[src/adsp_pkg.sv]
package adsp_pkg;
    // ---------------------------------------------------------------
    // Timing
    // ---------------------------------------------------------------
    localparam int CLK_PERIOD_NS  = 5;
    localparam int LINK_PERIOD_NS = 80;
    // Serial clock half period in system clocks
    localparam int SCLK_HALF_CYC  = LINK_PERIOD_NS / (2 * CLK_PERIOD_NS);

    // ---------------------------------------------------------------
    // Frame layout
    // ---------------------------------------------------------------
    localparam int FRAME_BITS  = 16;
    localparam int NUM_REGS    = 18;
    localparam int PAR_SAMPLES = 6;   // samples taken before the parity bit
    localparam int FR_RW_BIT   = 15;
    localparam int FR_ADDR_LSB = 10;
    localparam int FR_PAR_BIT  = 9;
    localparam logic [4:0] CNT_SAT = 5'h1f;

    // ---------------------------------------------------------------
    // Register map (index = register_address_field)
    // ---------------------------------------------------------------
    localparam logic [4:0] A_CTRL   = 5'h00;
    localparam logic [4:0] A_HBDRV  = 5'h01;
    localparam logic [4:0] A_HSDRV  = 5'h02;
    localparam logic [4:0] A_HBSTAT = 5'h03;
    localparam logic [4:0] A_HSSTAT = 5'h04;
    localparam logic [4:0] A_HALL   = 5'h07;
    localparam logic [4:0] A_AMUX   = 5'h08;
    localparam logic [4:0] A_IMASK  = 5'h09;
    localparam logic [4:0] A_IFLAG  = 5'h0a;
    localparam logic [4:0] A_WDOG   = 5'h0b;
    localparam logic [4:0] A_STATUS = 5'h0c;
    localparam logic [4:0] A_TRIM1  = 5'h0f;
    localparam logic [4:0] A_TRIM2  = 5'h10;
    localparam logic [4:0] A_TRIM3  = 5'h11;
    localparam logic [7:0] REG_RST  = 8'h00;

    // Writable and readable bit masks
    localparam logic [7:0] M_ALL    = 8'hff;
    localparam logic [7:0] M_NONE   = 8'h00;
    localparam logic [7:0] M_CTRL   = 8'h9f;
    localparam logic [7:0] M_HSDRV  = 8'hbf;
    localparam logic [7:0] M_HBSTAT = 8'h80;
    localparam logic [7:0] M_HSSTAT = 8'h87;
    localparam logic [7:0] M_HALL   = 8'h07;
    localparam logic [7:0] M_IFLAG  = 8'hef;
    localparam logic [7:0] M_WD_EN  = 8'h80;
    localparam logic [7:0] M_WD_PER = 8'h60;
    localparam logic [7:0] M_TRIM1W = 8'hcf;
    localparam logic [7:0] M_TRIM1R = 8'hc0;
    localparam logic [7:0] M_SYSFLG = 8'h9e;
    localparam int WD_CLR_BIT = 0;
    localparam int IF_TEMP    = 3;
    localparam int IF_UNDV    = 2;
    localparam int IF_OVRV    = 1;
    localparam int SS_TEMP    = 6;
    localparam int SS_VF      = 5;

    // ---------------------------------------------------------------
    // Host controller registers (byte offsets)
    // ---------------------------------------------------------------
    localparam logic [3:0] H_CMD   = 4'h0;
    localparam logic [3:0] H_STAT  = 4'h4;
    localparam logic [3:0] H_ISTAT = 4'h8;
    localparam logic [3:0] H_IMASK = 4'hc;
    localparam int CMD_RW_BIT   = 13;
    localparam int CMD_ADDR_LSB = 8;
    localparam int ST_BUSY_BIT  = 16;
endpackage : adsp_pkg

[src/adsp_if.sv]
`timescale 1ns/1ps
`default_nettype none
interface adsp_if;
    logic ss_n;
    logic sclk;
    logic mosi;
    logic miso;
    logic miso_oe;
    logic miso_line;

    // Undriven line reads as low, like a weak pull-down
    assign miso_line = miso_oe & miso;

    modport dev  (input ss_n, sclk, mosi, output miso, miso_oe);
    modport host (output ss_n, sclk, mosi, input miso_line);
endinterface : adsp_if
`default_nettype wire

[src/adsp_sync.sv]
`timescale 1ns/1ps
`default_nettype none
module adsp_sync #(
    parameter int          W   = 1,
    parameter logic [W-1:0] INIT = '0
) (
    input  wire logic         clk_i, // System clock
    input  wire logic         rst_i, // Synchronous reset
    input  wire logic [W-1:0] d_i,   // Asynchronous inputs
    output logic      [W-1:0] q_o    // Synchronised outputs
);
    logic [W-1:0] meta;

    // ---------------------------------------------------------------
    // Two-stage synchroniser; first stage feeds only the second
    // ---------------------------------------------------------------
    always_ff @(posedge clk_i)
    begin
        if (rst_i)
        begin
            meta <= INIT;
            q_o  <= INIT;
        end
        else
        begin
            meta <= d_i;
            q_o  <= meta;
        end
    end
endmodule : adsp_sync
`default_nettype wire

[src/adsp_device.sv]
// Functional notes
// Frame is address byte then data byte
// Select fall starts frame, enables MISO
// Outputs change on serial clock rise
// Inputs sampled on serial clock fall
// Valid only with exactly 16 samples
// Write lands at select rising edge
// Register read captured at parity bit
// Select high releases MISO
// Five-bit register address selects register
// Read: ignore data, return register
// Write: return value before write
// Master makes address parity even
// Parity checked on writes only
// First returned byte is system status
// Last address bit ignored
// Watchdog clear acts at select rise
// MSB first; direction, address, parity, spare
// Bad frames change no register
// Reserved reads zero, read-only unwritable
`timescale 1ns/1ps
`default_nettype none
module adsp_device import adsp_pkg::*; #(
    parameter int NREG = NUM_REGS
) (
    input  wire logic            clk_i,      // System clock
    input  wire logic            rst_i,      // Synchronous reset
    adsp_if.dev                  link,       // Serial link
    input  wire logic [7:0]      event_i,    // Sets interrupt_flags bits
    input  wire logic [7:0]      sys_flag_i, // Live system_status flags
    input  wire logic [7:0]      hs_flag_i,  // Live high-side status
    output logic      [NREG*8-1:0] regs_o,   // Register contents
    output logic                 wd_clear_o, // Watchdog restart pulse
    output logic                 irq_o       // Unmasked flag pending
);
    typedef enum logic [1:0] {ST_IDLE = 2'b01, ST_FRAME = 2'b10} adsp_dstate_t;

    adsp_dstate_t state;
    logic         ss_s, sck_s, mosi_s, ss_q, sck_q;
    logic         ss_fall, ss_rise, sck_rise, sck_fall;
    logic [4:0]   smp_cnt, rise_cnt;
    logic [15:0]  rx_sr;
    logic [7:0]   stat_cap, data_cap, rd_val, sys_status;
    logic         commit;
    logic [4:0]   waddr;
    logic [7:0]   regs      [NREG];
    logic [7:0]   next_regs [NREG];

    // ---------------------------------------------------------------
    // Per-register writable bits
    // ---------------------------------------------------------------
    function automatic logic [7:0] wmask(input logic [4:0] a);
        if (a == A_CTRL)        wmask = M_CTRL;
        else if (a == A_HBDRV || a == A_AMUX || a == A_IMASK) wmask = M_ALL;
        else if (a == A_TRIM2 || a == A_TRIM3) wmask = M_ALL;
        else if (a == A_HSDRV)  wmask = M_HSDRV;
        else if (a == A_HBSTAT) wmask = M_HBSTAT;
        else if (a == A_HALL)   wmask = M_HALL;
        else if (a == A_TRIM1)  wmask = M_TRIM1W;
        else                    wmask = M_NONE;
    endfunction : wmask

    // Readable bits; write-only trims and spare bits read zero
    function automatic logic [7:0] rmask(input logic [4:0] a);
        if (a == A_TRIM1)       rmask = M_TRIM1R;
        else if (a == A_TRIM2 || a == A_TRIM3) rmask = M_NONE;
        else if (a == A_IFLAG)  rmask = M_IFLAG;
        else if (a == A_WDOG)   rmask = M_WD_EN | M_WD_PER;
        else                    rmask = wmask(a);
    endfunction : rmask

    // ---------------------------------------------------------------
    // Link input synchronisation and edge detection
    // ---------------------------------------------------------------
    adsp_sync #(.W(3), .INIT(3'h4)) u_sync (
        .clk_i (clk_i),
        .rst_i (rst_i),
        .d_i   ({link.ss_n, link.sclk, link.mosi}),
        .q_o   ({ss_s, sck_s, mosi_s})
    );

    // Previous sampled levels for edge finding
    always_ff @(posedge clk_i)
    begin
        if (rst_i)
        begin
            ss_q  <= 1'b1;
            sck_q <= 1'b0;
        end
        else
        begin
            ss_q  <= ss_s;
            sck_q <= sck_s;
        end
    end

    assign ss_fall  = ss_q & ~ss_s;
    assign ss_rise  = ~ss_q & ss_s;
    assign sck_rise = ~sck_q & sck_s & (state == ST_FRAME);
    assign sck_fall = sck_q & ~sck_s & (state == ST_FRAME);

    // ---------------------------------------------------------------
    // Frame state
    // ---------------------------------------------------------------
    always_ff @(posedge clk_i)
    begin
        if (rst_i)
            state <= ST_IDLE;
        else
        begin
            case (state)
                ST_IDLE:  if (ss_fall) state <= ST_FRAME;
                ST_FRAME: if (ss_rise) state <= ST_IDLE;
                default:  state <= ST_IDLE;
            endcase
        end
    end

    // ---------------------------------------------------------------
    // Receive path: sample counter and shift register
    // ---------------------------------------------------------------
    always_ff @(posedge clk_i)
    begin
        if (rst_i)
        begin
            smp_cnt <= 5'h00;
            rx_sr   <= 16'h0000;
        end
        else if (ss_fall)
            smp_cnt <= 5'h00;
        else if (sck_fall)
        begin
            // Saturate so overlong frames never wrap back to 16
            if (smp_cnt != CNT_SAT)
                smp_cnt <= smp_cnt + 5'h01;
            rx_sr <= {rx_sr[14:0], mosi_s}; // see R4
        end
    end

    // ---------------------------------------------------------------
    // Transmit path: status at frame start, data at parity bit
    // ---------------------------------------------------------------
    assign sys_status = (sys_flag_i & M_SYSFLG)
                      | ({7'h00, regs[A_IFLAG][IF_TEMP]} << SS_TEMP)
                      | ({7'h00, regs[A_IFLAG][IF_UNDV] | regs[A_IFLAG][IF_OVRV]} << SS_VF);

    // Read value of the addressed register
    always_comb
    begin
        if (rx_sr[4:0] == A_STATUS)
            rd_val = sys_status;
        else if (rx_sr[4:0] == A_HSSTAT)
            rd_val = hs_flag_i & M_HSSTAT;
        else if (rx_sr[4:0] < 5'(NREG))
            rd_val = regs[rx_sr[4:0]] & rmask(rx_sr[4:0]);
        else
            rd_val = 8'h00;
    end

    always_ff @(posedge clk_i)
    begin
        if (rst_i)
        begin
            stat_cap <= 8'h00;
            data_cap <= 8'h00;
        end
        else
        begin
            if (ss_fall)
                stat_cap <= sys_status;
            // rx_sr holds direction and address while parity arrives
            if (sck_fall && smp_cnt == 5'(PAR_SAMPLES))
                data_cap <= rd_val; // see R7 see R9 see R10
        end
    end

    // Bit counter of rising edges and MISO drive
    always_ff @(posedge clk_i)
    begin
        if (rst_i)
        begin
            rise_cnt  <= 5'h00;
            link.miso <= 1'b0;
        end
        else if (ss_fall)
            rise_cnt <= 5'h00;
        else if (sck_rise)
        begin
            if (rise_cnt != CNT_SAT)
                rise_cnt <= rise_cnt + 5'h01;
            // see R1
            if (rise_cnt < 5'(FRAME_BITS))
                link.miso <= (rise_cnt[3] ? data_cap[~rise_cnt[2:0]]
                                          : stat_cap[~rise_cnt[2:0]]);
            else
                link.miso <= 1'b0;
        end
    end

    // Driver enabled while synchronised select is low, one cycle after it
    always_ff @(posedge clk_i)
    begin
        if (rst_i)
            link.miso_oe <= 1'b0;
        else
            link.miso_oe <= ~ss_s; // see R2
    end

    // ---------------------------------------------------------------
    // Frame commit; bit 8 of the address byte is never looked at
    // ---------------------------------------------------------------
    // see R5 see R13 see R15
    assign commit = (state == ST_FRAME) && ss_rise && smp_cnt == 5'(FRAME_BITS)
                  && !rx_sr[FR_RW_BIT] && !(^rx_sr[FR_RW_BIT:FR_PAR_BIT]);
    assign waddr  = rx_sr[FR_ADDR_LSB+4:FR_ADDR_LSB];

    always_comb
    begin
        next_regs = regs;
        if (commit && waddr < 5'(NREG))
        begin
            if (waddr == A_IFLAG)
                next_regs[waddr] = regs[waddr] & ~rx_sr[7:0];
            else if (waddr == A_WDOG)
                // Enable is set-only; period bits overwrite
                next_regs[waddr] = ((regs[waddr] | rx_sr[7:0]) & M_WD_EN)
                                 | (rx_sr[7:0] & M_WD_PER);
            else
                next_regs[waddr] = (regs[waddr] & ~wmask(waddr))
                                 | (rx_sr[7:0] & wmask(waddr));
        end
        // Events applied after the clear, so a set wins
        next_regs[A_IFLAG] = next_regs[A_IFLAG] | (event_i & M_IFLAG);
    end

    always_ff @(posedge clk_i)
    begin
        if (rst_i)
        begin
            for (int i = 0; i < NREG; i++)
                regs[i] <= REG_RST;
        end
        else
            regs <= next_regs;
    end

    // ---------------------------------------------------------------
    // Watchdog restart and interrupt line
    // ---------------------------------------------------------------
    always_ff @(posedge clk_i)
    begin
        if (rst_i)
        begin
            wd_clear_o <= 1'b0;
            irq_o      <= 1'b0;
        end
        else
        begin
            wd_clear_o <= commit && waddr == A_WDOG && rx_sr[WD_CLR_BIT];
            irq_o      <= |(regs[A_IFLAG] & regs[A_IMASK]);
        end
    end

    // Register contents straight from the storage flops
    for (genvar g = 0; g < NREG; g++)
    begin : g_out
        assign regs_o[g*8 +: 8] = regs[g];
    end
endmodule : adsp_device
`default_nettype wire

[src/flat_wrapper.sv]
// flat-port wrapper written by rule: the top's interface ports become plain ports
module adsp_device_flat import adsp_pkg::*;
#(
    parameter int NREG = NUM_REGS
)
  (clk_i, rst_i, event_i, sys_flag_i, hs_flag_i, regs_o, wd_clear_o, irq_o, link_ss_n, link_sclk, link_mosi, link_miso, link_miso_oe);
  adsp_if link_i ();
  input  wire logic clk_i;
  input  wire logic rst_i;
  input  wire logic [7:0] event_i;
  input  wire logic [7:0] sys_flag_i;
  input  wire logic [7:0] hs_flag_i;
  output logic      [NREG*8-1:0] regs_o;
  output logic wd_clear_o;
  output logic irq_o;
  input wire logic [$bits(link_i.ss_n)-1:0] link_ss_n;
  input wire logic [$bits(link_i.sclk)-1:0] link_sclk;
  input wire logic [$bits(link_i.mosi)-1:0] link_mosi;
  output wire logic [$bits(link_i.miso)-1:0] link_miso;
  output wire logic [$bits(link_i.miso_oe)-1:0] link_miso_oe;
  assign link_i.ss_n = link_ss_n;
  assign link_i.sclk = link_sclk;
  assign link_i.mosi = link_mosi;
  assign link_miso = link_i.miso;
  assign link_miso_oe = link_i.miso_oe;
  adsp_device #(.NREG(NREG)) u_core (.clk_i(clk_i), .rst_i(rst_i), .link(link_i), .event_i(event_i), .sys_flag_i(sys_flag_i), .hs_flag_i(hs_flag_i), .regs_o(regs_o), .wd_clear_o(wd_clear_o), .irq_o(irq_o));
endmodule
[config.mk]
export PLATFORM = sky130hd
export DESIGN_NAME = adsp_device_flat
export DESIGN_NICKNAME = d
export VERILOG_FILES = /design/src/adsp_pkg.sv /design/src/adsp_if.sv /design/src/adsp_sync.sv /design/src/adsp_device.sv /design/src/flat_wrapper.sv
export SDC_FILE = /design/constraint.sdc
export NUM_CORES = 1
export LEC_CHECK = 0
export BUFFER_PORTS_ARGS = -buffer_cell sky130_fd_sc_hd__buf_2
export CORE_MARGIN = 2
export CORE_UTILIZATION = 49
export DETAILED_ROUTE_END_ITERATION = 8
export PLACE_DENSITY = 0.67
export SLEW_MARGIN = 20
export SYNTH_ARGS = -nofsm -noshare
export SYNTH_HDL_FRONTEND = slang
export SYNTH_SLANG_ARGS = --single-unit
export TNS_END_PERCENT = 5
[constraint.sdc]
create_clock -name clk_i -period 5.5 [get_ports clk_i]
set_input_delay 0.275 -clock clk_i [delete_from_list [all_inputs] [get_ports clk_i]]
set_output_delay 0.275 -clock clk_i [all_outputs]
set_load 0.01 [all_outputs]
==> results of run 1 <==
==> flip-flops by register name, indices dropped and copies added, names as in the netlist <==
register and cells:
u_core.ss_q 1, u_core.regs_o 144, u_core.u_sync.q_o 3, u_core.smp_cnt 5, u_core.wd_clear_o 1, u_core.data_cap 8
u_core.irq_o 1, u_core.state 2, u_core.rx_sr 16, u_core.link.miso 1, u_core.link.miso_oe 1, u_core.rise_cnt 5
u_core.stat_cap 7, u_core.u_sync.meta 3, u_core.sck_q 1
==> power groups by stage <==
stage | clock network [uW] | registers [uW] | logic, uW
finish | 1280 | 1460 | 60.0
global route | 1350 | 1460 | 64.5
CTS | 1290 | 1460 | 59.3
detailed placement | 0 | 1490 | 58.8
global placement | 0 | 1490 | 58.8
floorplan | 0 | 1490 | 35.1
==> layout by cell type (no fill, tap or decap), types with 7 or more instances in the layout <==
cell,count
sky130_fd_sc_hd__a211oi_1,37
sky130_fd_sc_hd__a21oi_1,87
sky130_fd_sc_hd__a22oi_1,20
sky130_fd_sc_hd__and3_1,16
sky130_fd_sc_hd__buf_2,167
sky130_fd_sc_hd__buf_4,21
sky130_fd_sc_hd__clkbuf_16,17
sky130_fd_sc_hd__dfxtp_1,196
sky130_fd_sc_hd__ha_1,11
sky130_fd_sc_hd__inv_1,11
sky130_fd_sc_hd__mux2i_1,89
sky130_fd_sc_hd__mux4_2,36
sky130_fd_sc_hd__nand2_1,146
sky130_fd_sc_hd__nand2b_1,10
sky130_fd_sc_hd__nand3_1,65
sky130_fd_sc_hd__nand4_1,8
sky130_fd_sc_hd__nor2_1,116
sky130_fd_sc_hd__nor2b_1,26
sky130_fd_sc_hd__nor3_1,26
sky130_fd_sc_hd__nor3_2,7
sky130_fd_sc_hd__o21ai_0,22
sky130_fd_sc_hd__o21ai_1,37
sky130_fd_sc_hd__o31ai_1,8
sky130_fd_sc_hd__or2_2,7
==> critical path, stage by stage, from the launching register on <==
cell and delay, ns:
sky130_fd_sc_hd__dfxtp_1 0.87, sky130_fd_sc_hd__inv_1 0.23, sky130_fd_sc_hd__ha_1 0.36, sky130_fd_sc_hd__xnor2_1 0.39
sky130_fd_sc_hd__xnor2_4 0.21, sky130_fd_sc_hd__nand4_1 0.36, sky130_fd_sc_hd__nor3_1 0.87, sky130_fd_sc_hd__nand4_1 0.26
sky130_fd_sc_hd__a21oi_1 0.22
==> how the worst min path moves through the flow <==
stage / from / endpoint / slack (ns) / cells past startpoint
floorplan: link_ss_n / u_core.u_sync.meta[2] / 0.38 / 1
global placement: u_core.u_sync.meta[2] / u_core.u_sync.q_o[2] / 0.42 / 1
detailed placement: u_core.u_sync.meta[2] / u_core.u_sync.q_o[2] / 0.42 / 1
CTS: link_ss_n / u_core.u_sync.meta[2] / 0.02 / 2
global route: link_ss_n / u_core.u_sync.meta[2] / 0.02 / 2
finish: link_ss_n / u_core.u_sync.meta[2] / 0.02 / 2
==> layout make-up <==
type                            instances  area, sq um
Multi-Input combinational cell        873         5866
Clock buffer                           19        452.9
Inverter                               13        48.80
Timing Repair Buffer                  188        993.5
Clock inverter                         13        135.1
Sequential cell                       199         3990
Tap cell                              275        344.1
Fill cell                            1934         8990
Antenna cell                            1        2.502
==> cells by family after synthesis <==
| family | Yosys count | share of synthesized area (%) |
|---|---|---|
| and+or+nand+nor | 468 | 22.05 |
| AOI/OAI and AO/OA | 258 | 15.80 |
| DFF | 199 | 38.58 |
| muxes | 126 | 16.59 |
| buffers and inverters | 103 | 4.616 |
| adders and majority gates | 11 | 1.333 |
| xor gates and xnor gates | 10 | 1.030 |
==> metal layers <==
layer	share of wire, %	track usage [%]
met5	0	0
met4	3.8	13.19
met3	9.0	6.483
met2	45	49.79
met1	42	43.16
==> stage by stage <==
step | util (%) | setup WS [ns] | hold slack (ns) | total power (uW) | instances
floorplan | - | 2.527 | 0.3788 | 1524 | 1175
global placement | 53.99 | 1.840 | 0.4189 | 1551 | 1548
detailed placement | 53.99 | 1.794 | 0.4198 | 1551 | 1548
CTS | 56.81 | 1.773 | 0.01542 | 2808 | 1580
global route | 56.81 | 1.512 | 0.01756 | 2872 | 1580
finish | 56.83 | 1.647 | 0.02029 | 2796 | 1581
==> run_summary.xml, run 1 <==
<?xml version="1.0" encoding="UTF-8"?>
<metrics>
  <group name="setup_path">
    <metric name="worst-endpoint-arrival" unit="ns">4.22</metric>
    <metric name="r2r_cells" unit="">8</metric>
    <metric name="cp_max_fo" unit="">24</metric>
    <metric name="worstSetupEndpointType" unit="">register</metric>
    <metric name="reg2reg_setup_slack" unit="ns">1.65</metric>
    <metric name="worst_flop_to_flop_path_startpoint" unit="">u_core.rx_sr[14]</metric>
    <metric name="worstPathRequired" unit="ns">5.86</metric>
    <metric name="critPathLaunch" unit="">u_core.rx_sr[14]</metric>
    <metric name="timing_worst_setup_path_type" unit="">register to register</metric>
    <metric name="crit-reg2reg-capture" unit="">u_core.regs_o[133]</metric>
    <metric name="critical_path.endpoint" unit="">u_core.regs_o[133]</metric>
    <metric name="category_of_the_worst_setup_path_launch_point" unit="">register</metric>
  </group>
  <group name="power_and_ir_drop">
    <metric name="static-leakage-power" unit="uW">0.004276</metric>
    <metric name="p_seq_share" unit="%">52.2</metric>
    <metric name="power_density" unit="mW/mm^2">236.3</metric>
    <metric name="power_frac_clock" unit="%">45.7</metric>
    <metric name="combinationalPowerShare" unit="%">2.1</metric>
    <metric name="net-switching-power" unit="uW">666.9</metric>
    <metric name="vdd_drop_max" unit="uV">177.6</metric>
    <metric name="netSwitchingFraction" unit="%">23.85</metric>
    <metric name="power.internal" unit="uW">2129</metric>
  </group>
  <group name="placed_design">
    <metric name="gp_congestion" unit="">0.9500</metric>
    <metric name="numPortBuffers" unit="">168</metric>
    <metric name="placed_inst_area" unit="sq mm">0.01124</metric>
    <metric name="detailed_place_hpwl" unit="mm">25.28</metric>
  </group>
  <group name="clocking">
    <metric name="tritoncts" unit="">yes</metric>
    <metric name="cts_resized" unit="">0</metric>
    <metric name="postCtsSetupBuffers" unit="">0</metric>
    <metric name="clkLatencyLatePin" unit="ns">0.44</metric>
    <metric name="post_cts_hold_buffer_count" unit="">0</metric>
    <metric name="clk_transition_reported_paths" unit="ns">0.07</metric>
    <metric name="numClockSinks" unit="">199</metric>
    <metric name="htree_num_levels" unit="">4</metric>
    <metric name="cts_max_path_buffers" unit="">2</metric>
    <metric name="cts_root_buf" unit="">sky130_fd_sc_hd__clkbuf_16</metric>
    <metric name="numCtsBuffers" unit="">17</metric>
  </group>
  <group name="synth">
    <metric name="synth_seq_area_share" unit="%">38.58</metric>
    <metric name="synthesis.instances" unit="">1175</metric>
    <metric name="synth-edff-count" unit="">0</metric>
    <metric name="netlist_area" unit="sq mm">0.01033</metric>
    <metric name="yosys.area.top_type" unit="">sky130_fd_sc_hd__dfxtp_1</metric>
    <metric name="synthDominantCellAreaShare" unit="%">38.58</metric>
    <metric name="postSynthNetCount" unit="">1215</metric>
    <metric name="postSynthAreaPerCell" unit="sq um">8.788</metric>
    <metric name="synth.most_common_cell" unit="">sky130_fd_sc_hd__dfxtp_1</metric>
    <metric name="postSynthRegisterBits" unit="">199</metric>
    <metric name="yosys-top-cells-count" unit="">199 x sky130_fd_sc_hd__dfxtp_1, 146 x sky130_fd_sc_hd__nand2_1, 116 x sky130_fd_sc_hd__nor2_1</metric>
    <metric name="synth_cell_type_count" unit="">71</metric>
    <metric name="ys_top_cells_by_area" unit="">sky130_fd_sc_hd__dfxtp_1 39%, sky130_fd_sc_hd__mux2i_1 8.6%, sky130_fd_sc_hd__mux4_2 7.9%, sky130_fd_sc_hd__nand2_1 5.3%, sky130_fd_sc_hd__a21oi_1 4.2%</metric>
    <metric name="synth_ff_type" unit="">sky130_fd_sc_hd__dfxtp_1</metric>
    <metric name="ys_warn_count" unit="">0</metric>
    <metric name="async_set_reset_flop_share_out_of_synthesis" unit="%">0</metric>
  </group>
  <group name="min_path">
    <metric name="hold_path_class" unit="">input port to register</metric>
  </group>
  <group name="sta">
    <metric name="clock_skew_after_layout" unit="ns">0.009540</metric>
    <metric name="hold_violations" unit="">0</metric>
    <metric name="setup_viol" unit="">0</metric>
    <metric name="min_period" unit="ns">3.853</metric>
    <metric name="layout_worst_path_cycle_share" unit="%">70.06</metric>
    <metric name="maxSlewHeadroom" unit="%">20.46</metric>
    <metric name="maxClockFrequency" unit="MHz">259.5</metric>
    <metric name="slew_viol_final" unit="">0</metric>
    <metric name="rsz0062_at_grt" unit="">false</metric>
    <metric name="worstMarginPinSlew" unit="ns">1.163</metric>
    <metric name="final.setup.tns" unit="ns">0</metric>
  </group>
  <group name="routing">
    <metric name="vias_per_cell" unit="">6.226</metric>
    <metric name="post_drt_wl_per_cell" unit="microns">22.73</metric>
    <metric name="drtIter0Drc" unit="">1034</metric>
    <metric name="route.antenna.remaining_nets" unit="">0</metric>
    <metric name="vias_after_detailed_routing" unit="">9844</metric>
    <metric name="drt_first_pass_iters" unit="">5</metric>
    <metric name="remaining_drc_errors" unit="">0</metric>
    <metric name="wl_final" unit="mm">35.94</metric>
  </group>
  <group name="layout">
    <metric name="fin_area" unit="sq mm">0.01183</metric>
    <metric name="final_layout_size_suffix_gt1_share" unit="%">22.07</metric>
    <metric name="layout-area-overhead-vs-synth" unit="%">14.59</metric>
    <metric name="design.final.nets" unit="">1332</metric>
  </group>
  <group name="status">
    <metric name="run_status" unit="">complete, no violations</metric>
  </group>
  <group name="floorplan">
    <metric name="coreArea" unit="sq mm">0.02082</metric>
    <metric name="number_of_placement_rows" unit="">53</metric>
    <metric name="io_pins" unit="">177</metric>
    <metric name="dieHeight" unit="microns">149.2</metric>
    <metric name="die-width" unit="microns">149.2</metric>
    <metric name="floorplan.die_area" unit="sq mm">0.02225</metric>
    <metric name="starting_density" unit="%">49.59</metric>
  </group>
  <group name="global_routing">
    <metric name="grt_antenna_before_repair" unit="">0</metric>
    <metric name="largest_net_degree_at_the_start_of_global_routing" unit="">89</metric>
    <metric name="grt_overall_usage" unit="%">31.88</metric>
    <metric name="grt_pass1_wl" unit="mm">54.05</metric>
    <metric name="grt_pass1_vias" unit="">9145</metric>
    <metric name="globalRoute.totalOverflow" unit="">0</metric>
  </group>
  <group name="flow_run">
    <metric name="timing.max_cap.violations" unit="">0</metric>
  </group>
</metrics>
Note: power is estimated with default switching activity, not from simulation.
==> run 2: changes to the inputs <==
==> constraint.sdc (replaced) <==
create_clock -name clk_i -period 3.9 [get_ports clk_i]
set_input_delay 0.195 -clock clk_i [delete_from_list [all_inputs] [get_ports clk_i]]
set_output_delay 0.195 -clock clk_i [all_outputs]
set_load 0.01 [all_outputs]
==> run 2 against run 1 <==
Against the previous run: global-route usage increased by 0.13 points; fmax increased by 24%; clock-buffer cell count increased by 3.
==> run_summary.xml, run 2 (synthesized netlist as in run 1, its figures left out) <==
<?xml version="1.0" encoding="UTF-8"?>
<metrics>
  <group name="status">
    <metric name="run_status" unit="">complete, no violations</metric>
  </group>
  <group name="global_routing">
    <metric name="grt_antenna_before_repair" unit="">0</metric>
    <metric name="grt_pass1_vias" unit="">9136</metric>
    <metric name="grt_pass1_wl" unit="mm">54.35</metric>
    <metric name="grt_overall_usage" unit="%">32.01</metric>
    <metric name="globalRoute.totalOverflow" unit="">0</metric>
    <metric name="largest_net_degree_at_the_start_of_global_routing" unit="">59</metric>
  </group>
  <group name="sta">
    <metric name="hold_violations" unit="">0</metric>
    <metric name="min_period" unit="ns">3.120</metric>
    <metric name="maxClockFrequency" unit="MHz">320.5</metric>
    <metric name="setup_viol" unit="">0</metric>
    <metric name="slew_viol_final" unit="">0</metric>
    <metric name="worstMarginPinSlew" unit="ns">0.9633</metric>
    <metric name="final_critical_path_setup_slack" unit="ns">0.7801</metric>
    <metric name="layout_worst_path_cycle_share" unit="%">80.00</metric>
    <metric name="maxSlewHeadroom" unit="%">35.64</metric>
    <metric name="clock_skew_after_layout" unit="ns">0.01604</metric>
    <metric name="final.setup.tns" unit="ns">0</metric>
    <metric name="rsz0062_at_grt" unit="">false</metric>
  </group>
  <group name="clocking">
    <metric name="cts_root_buf" unit="">sky130_fd_sc_hd__clkbuf_16</metric>
    <metric name="htree_num_levels" unit="">4</metric>
    <metric name="clkLatencyLatePin" unit="ns">0.45</metric>
    <metric name="tritoncts" unit="">yes</metric>
    <metric name="numCtsBuffers" unit="">17</metric>
    <metric name="numClockSinks" unit="">199</metric>
    <metric name="cts_max_path_buffers" unit="">2</metric>
    <metric name="clk_transition_reported_paths" unit="ns">0.08</metric>
    <metric name="postCtsSetupBuffers" unit="">0</metric>
  </group>
  <group name="power_and_ir_drop">
    <metric name="vdd_drop_max" unit="uV">226.3</metric>
    <metric name="static-leakage-power" unit="uW">0.004400</metric>
    <metric name="power_density" unit="mW/mm^2">329.3</metric>
    <metric name="power.total" unit="uW">3962</metric>
  </group>
  <group name="routing">
    <metric name="route.antenna.remaining_nets" unit="">0</metric>
    <metric name="wl_final" unit="mm">35.90</metric>
    <metric name="vias_per_cell" unit="">6.187</metric>
    <metric name="drtIter0Drc" unit="">967</metric>
    <metric name="drt_first_pass_iters" unit="">5</metric>
    <metric name="post_drt_wl_per_cell" unit="microns">22.38</metric>
    <metric name="remaining_drc_errors" unit="">0</metric>
    <metric name="vias_after_detailed_routing" unit="">9924</metric>
  </group>
  <group name="placed_design">
    <metric name="numPortBuffers" unit="">168</metric>
    <metric name="pre_cts_ws" unit="ns">0.9249</metric>
    <metric name="detailed_place_hpwl" unit="mm">25.68</metric>
    <metric name="gp_congestion" unit="">0.9860</metric>
  </group>
  <group name="floorplan">
    <metric name="floorplan.die_area" unit="sq mm">0.02225</metric>
    <metric name="dieHeight" unit="microns">149.2</metric>
    <metric name="die-width" unit="microns">149.2</metric>
    <metric name="starting_density" unit="%">49.59</metric>
    <metric name="coreArea" unit="sq mm">0.02082</metric>
    <metric name="io_pins" unit="">177</metric>
    <metric name="number_of_placement_rows" unit="">53</metric>
  </group>
  <group name="layout">
    <metric name="design.final.nets" unit="">1356</metric>
    <metric name="final_layout_size_suffix_gt1_share" unit="%">22.87</metric>
    <metric name="layout_common_cells" unit="">196 x sky130_fd_sc_hd__dfxtp_1, 167 x sky130_fd_sc_hd__buf_2, 146 x sky130_fd_sc_hd__nand2_1</metric>
    <metric name="diodes" unit="">0</metric>
    <metric name="largest_reg_flops" unit="">144</metric>
    <metric name="most_frequent_standard_cell_in_the_layout_excluding_fill_and_tap_cells" unit="">sky130_fd_sc_hd__dfxtp_1</metric>
    <metric name="layout-area-overhead-vs-synth" unit="%">16.51</metric>
    <metric name="n_fill_cell" unit="">1935</metric>
  </group>
  <group name="min_path">
    <metric name="hold_path_class" unit="">input port to register</metric>
    <metric name="holdPathStages" unit="">3</metric>
  </group>
  <group name="setup_path">
    <metric name="timing_worst_setup_path_type" unit="">register to register</metric>
    <metric name="worstPathRequired" unit="ns">4.25</metric>
    <metric name="cp_max_fo" unit="">11</metric>
    <metric name="worstSetupEndpointType" unit="">register</metric>
    <metric name="category_of_the_worst_setup_path_launch_point" unit="">register</metric>
    <metric name="r2r_cells" unit="">9</metric>
    <metric name="worst-endpoint-arrival" unit="ns">3.47</metric>
  </group>
  <group name="flow_run">
    <metric name="timing.max_cap.violations" unit="">0</metric>
  </group>
</metrics>
[run 2: per-layer routing]
metal	wire, microns	up-vias	track usage, %
li1	-	4551	-
met1	15000	4758	43.82
met2	16090	527	49.31
met3	3348	88	6.086
met4	1462	0	14.14
met5	0	-	0
[run 2: cell type report]
type / instances / area (sq um) / area share [%]
Clock buffer: 22 / 484.2 / 4.025
Clock inverter: 10 / 107.6 / 0.8943
Inverter: 13 / 48.80 / 0.4056
Multi-Input combinational cell: 873 / 5866 / 48.75
Sequential cell: 199 / 3990 / 33.16
Tap cell: 275 / 344.1 / 2.860
Timing Repair Buffer: 212 / 1191 / 9.900
[run 2: final timing paths]
check | start | end | slack (ns)
setup reg to reg | u_core.rx_sr[12] | u_core.regs_o[52] | 0.78
hold reg to reg | u_core.u_sync.meta[2] | u_core.u_sync.q_o[2] | 0.43
hold / removal | sys_flag_i[4] | u_core.stat_cap[4] | 0.05
setup / recovery | u_core.rx_sr[12] | u_core.regs_o[52] | 0.78
[run 2: where the power goes]
group | switching (uW) | internal [uW]
sequential | 16.7 | 2040
combinational | 58.7 | 31.0
clock | 848 | 966
total | 924 | 3040
[run 2: through the flow]
step / util, % / cell area, sq um / hold WS (ns) / instances
CTS: 57.78 / 12030 / 0.02416 / 1604
global placement: 54.60 / 11370 / 0.3856 / 1565
floorplan: - / 10330 / 0.2988 / 1175
detailed placement: 54.60 / 11370 / 0.3834 / 1565
finish: 57.78 / 12030 / 0.04794 / 1604
global route: 57.78 / 12030 / 0.04978 / 1604
[run 2: repair_timing]
item | in CTS | in global routing
gates resized for setup | 0 | 0
hold buffers | 7 | 0
endpoints found under the hold margin | 7 | 0
endpoints found under the setup margin | 0 | 0
[run 2: critical path, cell delays in order, from the launching register on]
cell	delay, ns
sky130_fd_sc_hd__dfxtp_1	0.32
sky130_fd_sc_hd__inv_1	0.30
sky130_fd_sc_hd__ha_1	0.32
sky130_fd_sc_hd__xnor2_1	0.41
sky130_fd_sc_hd__xnor2_4	0.21
sky130_fd_sc_hd__nand4_4	0.28
sky130_fd_sc_hd__nor3_2	0.63
sky130_fd_sc_hd__buf_4	0.27
sky130_fd_sc_hd__nor2_1	0.05
sky130_fd_sc_hd__a211oi_1	0.23
